[config.mk]
export PLATFORM = sky130hd
export DESIGN_NAME = adaptive_dead_time_offsets
export DESIGN_NICKNAME = d
export VERILOG_FILES = /design/src/dead_time_pkg.sv /design/src/adaptive_dead_time_offsets.sv /design/src/threshold_decoder.sv
export SDC_FILE = /design/constraint.sdc
export NUM_CORES = 1
export LEC_CHECK = 0
export BUFFER_PORTS_ARGS = -buffer_cell sky130_fd_sc_hd__buf_4
export CAP_MARGIN = 20
export CORE_MARGIN = 5
export CORE_UTILIZATION = 30
export CTS_CLUSTER_DIAMETER = 60
export DETAILED_ROUTE_END_ITERATION = 8
export PLACE_DENSITY = 0.61
export SYNTH_ARGS = -nofsm -noshare
export SYNTH_HDL_FRONTEND = slang
export SYNTH_SLANG_ARGS = --single-unit
[constraint.sdc]
create_clock -name sys_clk_in -period 7.51 [get_ports sys_clk_in]
set_input_delay 1.502 -clock sys_clk_in [delete_from_list [all_inputs] [get_ports sys_clk_in]]
set_output_delay 1.502 -clock sys_clk_in [all_outputs]
set_load 0.02 [all_outputs]
[src/dead_time_pkg.sv]
// Constants and types for the adaptive dead time offset block
package dead_time_pkg;

  // ----------------------------------------------------------------
  // Register map
  // ----------------------------------------------------------------
  localparam logic [7:0] ADDR_THRESHOLD   = 8'h68;
  localparam logic [7:0] ADDR_FIRST_PAIR  = 8'h69;
  localparam logic [7:0] RESET_THRESHOLD  = 8'h00;
  localparam logic [7:0] RESET_FIRST_PAIR = 8'h00;

  // ----------------------------------------------------------------
  // Field positions
  // ----------------------------------------------------------------
  localparam int THR_CODE_LSB   = 0;
  localparam int THR_CODE_W     = 3;
  localparam int FIRST_POL_BIT  = 7;
  localparam int FIRST_MAG_LSB  = 4;
  localparam int SECOND_POL_BIT = 3;
  localparam int SECOND_MAG_LSB = 0;
  localparam int MAG_W          = 3;

  // ----------------------------------------------------------------
  // Timing
  // ----------------------------------------------------------------
  localparam int CLK_PERIOD_PS   = 5000;
  localparam int OFFSET_STEP_PS  = 5000;
  localparam int STEP_CYCLES     = OFFSET_STEP_PS / CLK_PERIOD_PS;
  localparam int TIME_W          = 16;

  // ----------------------------------------------------------------
  // Current sense ranges, level width in microvolts and edge types
  // ----------------------------------------------------------------
  typedef enum logic [1:0] {
    RANGE_37MV5,
    RANGE_75MV,
    RANGE_150MV
  } sense_range_t;

  localparam int CUR_W = 20;

  typedef struct packed {
    logic [TIME_W-1:0] first_edge_timing;
    logic [TIME_W-1:0] second_edge_timing;
  } edge_times_t;

  typedef struct packed {
    logic             polarity;
    logic [MAG_W-1:0] magnitude;
  } edge_offset_t;

endpackage

[src/adaptive_dead_time_offsets.sv]
// Adaptive dead time offsets for the first two PWM edges
`timescale 1ns/1ps

// Summary of operation
// [RULE1] Decode 3-bit threshold code to eight levels scaled by sense range
// [RULE2] Apply offsets only while sensed current is below threshold level
// [RULE3] Polarity bit zero shifts edge later, one shifts it earlier
// [RULE4] First edge magnitude in bits 6 to 4, 5 ns per step
// [RULE5] Second edge magnitude bits 2 to 0, sign from bit 3
// [RULE6] Change between offset and nominal timing only at period boundary
module adaptive_dead_time_offsets
  import dead_time_pkg::*;
(
  input  wire logic         sys_clk_in,
  input  wire logic         rst_b_in,
  input  wire logic [7:0]   reg_addr_in,
  input  wire logic [7:0]   reg_wdata_in,
  input  wire logic         reg_wr_in,
  input  wire logic         reg_rd_in,
  input  wire sense_range_t sense_range_in,
  input  wire logic [CUR_W-1:0] secondary_current_sense_in,
  input  wire edge_times_t  nominal_times_in,
  input  wire logic         period_start_in,
  output logic      [7:0]   reg_rdata_out,
  output edge_times_t       edge_times_out,
  output logic              light_load_out
);

  // ----------------------------------------------------------------
  // Register select
  // ----------------------------------------------------------------
  typedef enum logic [1:0] {
    SEL_NONE,
    SEL_THRESHOLD,
    SEL_FIRST_PAIR
  } reg_sel_t;

  function automatic reg_sel_t reg_select(
    input logic [7:0] addr
  );
    reg_sel_t sel;
    if (addr == ADDR_THRESHOLD) begin
      sel = SEL_THRESHOLD;
    end else if (addr == ADDR_FIRST_PAIR) begin
      sel = SEL_FIRST_PAIR;
    end else begin
      sel = SEL_NONE;
    end
    return sel;
  endfunction

  // ----------------------------------------------------------------
  // Internal state
  // ----------------------------------------------------------------
  logic [7:0]       dead_time_threshold;
  logic [7:0]       edge_offsets_first_pair;
  logic [7:0]       next_rdata;
  logic [CUR_W-1:0] level_uv;
  logic             below;
  logic             next_light_load;
  reg_sel_t         access_sel;
  edge_offset_t     first_offset;
  edge_offset_t     second_offset;
  edge_times_t      offset_times;
  edge_times_t      next_times;

  assign access_sel = reg_select(reg_addr_in);

  // ----------------------------------------------------------------
  // Threshold register
  // ----------------------------------------------------------------
  always_ff @(posedge sys_clk_in) begin
    if (!rst_b_in) begin
      dead_time_threshold <= RESET_THRESHOLD;
    end else if (reg_wr_in && access_sel == SEL_THRESHOLD) begin
      dead_time_threshold <= reg_wdata_in;
    end
  end

  // ----------------------------------------------------------------
  // Edge offset register
  // ----------------------------------------------------------------
  always_ff @(posedge sys_clk_in) begin
    if (!rst_b_in) begin
      edge_offsets_first_pair <= RESET_FIRST_PAIR;
    end else if (reg_wr_in && access_sel == SEL_FIRST_PAIR) begin
      edge_offsets_first_pair <= reg_wdata_in;
    end
  end

  // ----------------------------------------------------------------
  // Read data
  // ----------------------------------------------------------------
  always_comb begin
    next_rdata = 8'h00;
    if (access_sel == SEL_THRESHOLD) begin
      next_rdata = dead_time_threshold;
    end else if (access_sel == SEL_FIRST_PAIR) begin
      next_rdata = edge_offsets_first_pair;
    end
  end

  always_ff @(posedge sys_clk_in) begin
    if (!rst_b_in) begin
      reg_rdata_out <= 8'h00;
    end else if (reg_rd_in) begin
      reg_rdata_out <= next_rdata;
    end
  end

  // ----------------------------------------------------------------
  // Offset fields
  // ----------------------------------------------------------------
  // [RULE4] Bits 7 to 4
  assign first_offset =
    edge_offsets_first_pair[FIRST_POL_BIT:FIRST_MAG_LSB];

  // [RULE5] Bits 3 to 0
  assign second_offset =
    edge_offsets_first_pair[SECOND_POL_BIT:SECOND_MAG_LSB];

  // ----------------------------------------------------------------
  // Threshold level
  // ----------------------------------------------------------------
  threshold_decoder u_decoder (
    .code_in      (dead_time_threshold[THR_CODE_LSB +: THR_CODE_W]),
    .range_in     (sense_range_in),
    .level_uv_out (level_uv)
  );

  // ----------------------------------------------------------------
  // Light load compare
  // ----------------------------------------------------------------
  function automatic logic below_level(
    input logic [CUR_W-1:0] current,
    input logic [CUR_W-1:0] level
  );
    return current < level;
  endfunction

  // [RULE2] Strictly below level
  assign below = below_level(secondary_current_sense_in, level_uv);

  // ----------------------------------------------------------------
  // Edge offset arithmetic
  // ----------------------------------------------------------------
  function automatic logic [TIME_W-1:0] offset_delta(
    input logic [MAG_W-1:0] magnitude
  );
    return TIME_W'(magnitude) * TIME_W'(STEP_CYCLES);
  endfunction

  function automatic logic [TIME_W-1:0] apply_offset(
    input logic [TIME_W-1:0] nominal,
    input edge_offset_t      off
  );
    logic [TIME_W-1:0] delta;
    delta = offset_delta(off.magnitude);
    // [RULE3] Sign from polarity
    if (off.polarity) begin
      apply_offset = (nominal > delta) ? nominal - delta : '0;
    end else begin
      apply_offset = nominal + delta;
    end
  endfunction

  always_comb begin
    offset_times = nominal_times_in;
    // [RULE4] First edge shift
    offset_times.first_edge_timing = apply_offset(
      nominal_times_in.first_edge_timing, first_offset);
    // [RULE5] Second edge shift
    offset_times.second_edge_timing = apply_offset(
      nominal_times_in.second_edge_timing, second_offset);
  end

  // ----------------------------------------------------------------
  // Period boundary mode
  // ----------------------------------------------------------------
  // [RULE6] Mode moves at boundary
  always_comb begin
    next_light_load = light_load_out;
    if (period_start_in) begin
      next_light_load = below;
    end
  end

  // ----------------------------------------------------------------
  // Edge selection
  // ----------------------------------------------------------------
  // [RULE2] Offsets in light load
  always_comb begin
    next_times = nominal_times_in;
    if (next_light_load) begin
      next_times = offset_times;
    end
  end

  // ----------------------------------------------------------------
  // Light load flag
  // ----------------------------------------------------------------
  always_ff @(posedge sys_clk_in) begin
    if (!rst_b_in) begin
      light_load_out <= 1'b0;
    end else begin
      light_load_out <= next_light_load;
    end
  end

  // ----------------------------------------------------------------
  // Edge times
  // ----------------------------------------------------------------
  always_ff @(posedge sys_clk_in) begin
    if (!rst_b_in) begin
      edge_times_out <= '0;
    end else begin
      edge_times_out <= next_times;
    end
  end

endmodule

[src/threshold_decoder.sv]
// Decoder from threshold code and sense range to a current level
`timescale 1ns/1ps

module threshold_decoder
  import dead_time_pkg::*;
(
  input  wire logic [THR_CODE_W-1:0] code_in,
  input  wire sense_range_t          range_in,
  output logic      [CUR_W-1:0]      level_uv_out
);

  // ----------------------------------------------------------------
  // Level table
  // ----------------------------------------------------------------
  always_comb begin
    level_uv_out = 20'h00000;
    // [RULE1] Eight step table
    case (range_in)
      RANGE_37MV5: begin
        case (code_in)
          3'h1: level_uv_out = 20'h00F3C;
          3'h2: level_uv_out = 20'h01E78;
          3'h3: level_uv_out = 20'h02DB4;
          3'h4: level_uv_out = 20'h03C8C;
          3'h5: level_uv_out = 20'h04C2C;
          3'h6: level_uv_out = 20'h05BCC;
          3'h7: level_uv_out = 20'h06978;
          default: level_uv_out = 20'h00000;
        endcase
      end
      RANGE_75MV: begin
        case (code_in)
          3'h1: level_uv_out = 20'h01E78;
          3'h2: level_uv_out = 20'h03CF0;
          3'h3: level_uv_out = 20'h05BCC;
          3'h4: level_uv_out = 20'h07918;
          3'h5: level_uv_out = 20'h09858;
          3'h6: level_uv_out = 20'h0B798;
          3'h7: level_uv_out = 20'h0D2F0;
          default: level_uv_out = 20'h00000;
        endcase
      end
      RANGE_150MV: begin
        case (code_in)
          3'h1: level_uv_out = 20'h03CF0;
          3'h2: level_uv_out = 20'h07A12;
          3'h3: level_uv_out = 20'h0B798;
          3'h4: level_uv_out = 20'h0F424;
          3'h5: level_uv_out = 20'h130B0;
          3'h6: level_uv_out = 20'h16F30;
          3'h7: level_uv_out = 20'h1A9C8;
          default: level_uv_out = 20'h00000;
        endcase
      end
      default: level_uv_out = 20'h00000;
    endcase
  end

endmodule

==> flow_metrics.tcl <==
set metrics [dict create \
    maxCapViolCount 0 \
    crit_path_start_kind "input pin" \
    start_util_pct 30.78 \
    yosys-top-cells-area "dfxtp_1 (24%), ha_1 (7.2%), a21oi_1 (6.6%)" \
    die_area_um2 18260 \
    vdd_drop_max_uv 88.34 \
    place_congestion 0.8242 \
    drt_wl_total_mm 14.58 \
    first_global_vias 4598 \
    hold_violations 0 \
    synth_cell_types 71 \
    grt_max_degree 44 \
    vias_per_cell 5.275 \
    hp-start "reg_rdata_out[3]" \
    run_status "finished, final reports clean" \
    relSlewSlack_pct 34.71 \
    syn_area_um2 4697 \
    tightest_slew_ps 975.8 \
    hold_slack_ps 485.9 \
    path_cells "buf_4 > inv_1 > nand2_1 > a21boi_0 > o32a_1 > ha_1 > nand4b_1 > nor4_1 > nand2_1 > o211ai_1 > buf_4 > or2_2 > nor3_1 > o311a_1" \
    numClockSinks 57 \
    synth.avg_cell_area_um2 7.351 \
    max_freq_mhz 205.6 \
    die_w_um 135.1 \
    cts_buffers 9 \
    finalSetupTns_ps 0 \
    end_kind "flip-flop" \
    r2r_start "dead_time_threshold[2]" \
    grt_usage_pct 15.87 \
    skew_ps 6.577 \
    area_growth_pct 27.14 \
    min_period_over_period_pct 64.75 \
    finalSetupViolations 0 \
    drt_iter0_drc 394 \
    synth_top_cell_by_area "dfxtp_1" \
    vias 4922 \
    p_total_uw 924.2 \
    synthesis.nets 745 \
    synth_enable_flop_cells 0 \
    ios 116 \
    ctsLongestPathBuffers 2 \
    reg2reg_to "edge_times_out[23]" \
    rr_worst_depth 14 \
    postSynthCellCount 639 \
    cts-root-buf "clkbuf_16" \
    timing.reg2reg.setup_slack_ps 2970 \
    htree_levels 3 \
    path_class "input pin to flip-flop" \
    powerDensity_nw_per_um2 154.7 \
    utilization_pct 39.14 \
    ctsResizeCount 0 \
    fin_crit_ps 4863 \
    dp_hpwl_mm 10.60 \
    clk_pin_slew_ps 50 \
    crit_path_max_incr_delay_ps 700 \
    drt-pass1-iter-count 5 \
    final_layout_size_suffix_gt1_share_pct 19.81 \
    clk-insertion-delay-late_ps 340 \
    slowest_stage "or2_2" \
    min_path_type "flip-flop to flip-flop" \
    diodes 0 \
    wire_per_inst_um 15.62 \
    place_inst 917 \
    rsz0062_at_grt "no" \
    ys_async_sr_fraction_pct 0 \
    cts_tree "yes" \
    ys.flop_type "dfxtp_1" \
    fp.coreArea_um2 15260 \
    hold_depth 2 \
    grt_overflow_total 0 \
    ys.warnings.count 0 \
    cp.arrival_ps 5090 \
    postCtsHoldBufs 0 \
    drv_slew 0 \
    synth-seq-cells 57 \
    crit_required_ps 7740 \
    drc_errors 0 \
    portBuffers 114 \
    min_to "reg_rdata_out[3]" \
    ant_nets 0 \
    leakagePower_nw 2.423 \
    die_h_um 135.1 \
    rows 45 \
    antenna_found_initial 0 \
    synth-seq-area-share_pct 24.29 \
    cp_max_fo 43 \
    grt_pass1_wl_mm 23.61 \
    final_cells 933 \
    nets 823 \
    post_cts_buffers 0 \
    synth_top_cell_area_share_pct 24.29 \
]
per-layer routing:
layer | global-route usage, % | routed length, um
met2 | 25.55 | 6956
met1 | 20.90 | 6534
met4 | 6.551 | 329
met3 | 2.906 | 754
met5 | 0 | 0
cells in the final DEF, fill, tap and decap left out, drive strengths merged, types with 6 or more instances in the layout:
master	n
or3	7
a31oi	14
nor2	70
nand3	21
dfxtp	57
a21oi	62
xnor2	11
and3	7
ha	27
nand4	6
o31ai	8
nand2	55
nand3b	8
o22ai	6
clkbuf	11
nor2b	10
nor3	24
mux2i	24
o21ai	34
nor4	9
buf	121
inv	27
xor2	6
registers in the layout, summed over array words and instances, names as in the netlist, named ones only:
register and count:
edge_offsets_first_pair 8, reg_rdata_out 8, dead_time_threshold 8, edge_times_out 32
power breakdown:
group / internal, mW / switching (mW) / leakage, nW / total (mW)
Clock: 0.307 / 0.151 / 0.162 / 0.458
Sequential: 0.314 / 0.00357 / 0.469 / 0.317
Combinational: 0.0665 / 0.0826 / 1.79 / 0.149
worst max-delay path: cells and delay by family:
family | cells | cell delay, ps
simple gates | 6 | 1640
compound gates | 4 | 1060
buf+inv | 3 | 570
fa+ha+maj | 1 | 310
logic make-up (layout without fill, tap and decap cells):
group                    after synthesis  in the layout  synth area share (%)
AND/OR/NAND/NOR                      245            245                 26.05
buffers and inverters                 81            164                 7.006
flip-flops                            57             57                 24.29
XOR/XNOR                              17             17                 3.170
multiplexers                          24             24                 5.115
adder cells (fa/ha/maj)               32             32                 9.110
AO/OA/AOI/OAI                        183            183                 25.25
Yosys cell counts, types with 4 or more instances:
master    count
or4_1         5
o211ai_1      5
a21oi_1      62
and3_1        7
inv_1        27
nor2b_1      10
buf_2         8
o31ai_1       7
nand3_1      21
a41oi_1       5
nor2_1       70
clkbuf_1     40
nor4_1        7
fa_1          4
xnor2_1      11
ha_1         27
mux2i_1      24
o21ai_0      33
o32ai_1       4
o21bai_1      4
a211oi_1      5
a31oi_1      14
nor3b_1       4
buf_1         4
nand4_1       6
nand2_1      55
o22ai_1       6
xor2_1        6
or3_1         7
dfxtp_1      57
o31a_1        4
nor3_1       24
nand3b_1      8
layout make-up:
type / count / area, um2
clock inverters: 5 / 77.57
flip-flops and latches: 57 / 1141
well taps: 211 / 264.0
inverters: 27 / 101.3
multi-input cells: 501 / 3227
repair buffers: 121 / 908.4
clock buffers: 11 / 252.7
fillers: 1624 / 9286
metrics by stage:
step | setup slack, ps | instance area (um2)
after floorplan | 3240 | 4697
after global placement | 2286 | 5642
after detailed placement | 2294 | 5642
after CTS | 2653 | 5972
after global routing | 2272 | 5972
final | 2647 | 5972
worst max-delay path by stage:
stage / end / slack, ps / startpoint / cells past startpoint
6_report: edge_times_out[23] / 2650 / sense_range_in[1] / 14
5_1_grt: edge_times_out[23] / 2270 / sense_range_in[0] / 13
3_5_place_dp: edge_times_out[23] / 2290 / sense_range_in[0] / 13
3_3_place_gp: edge_times_out[23] / 2290 / sense_range_in[1] / 14
4_1_cts: edge_times_out[23] / 2650 / sense_range_in[1] / 14
2_1_floorplan: edge_times_out[22] / 3240 / sense_range_in[0] / 14
Power figures use the tool's default switching activity.
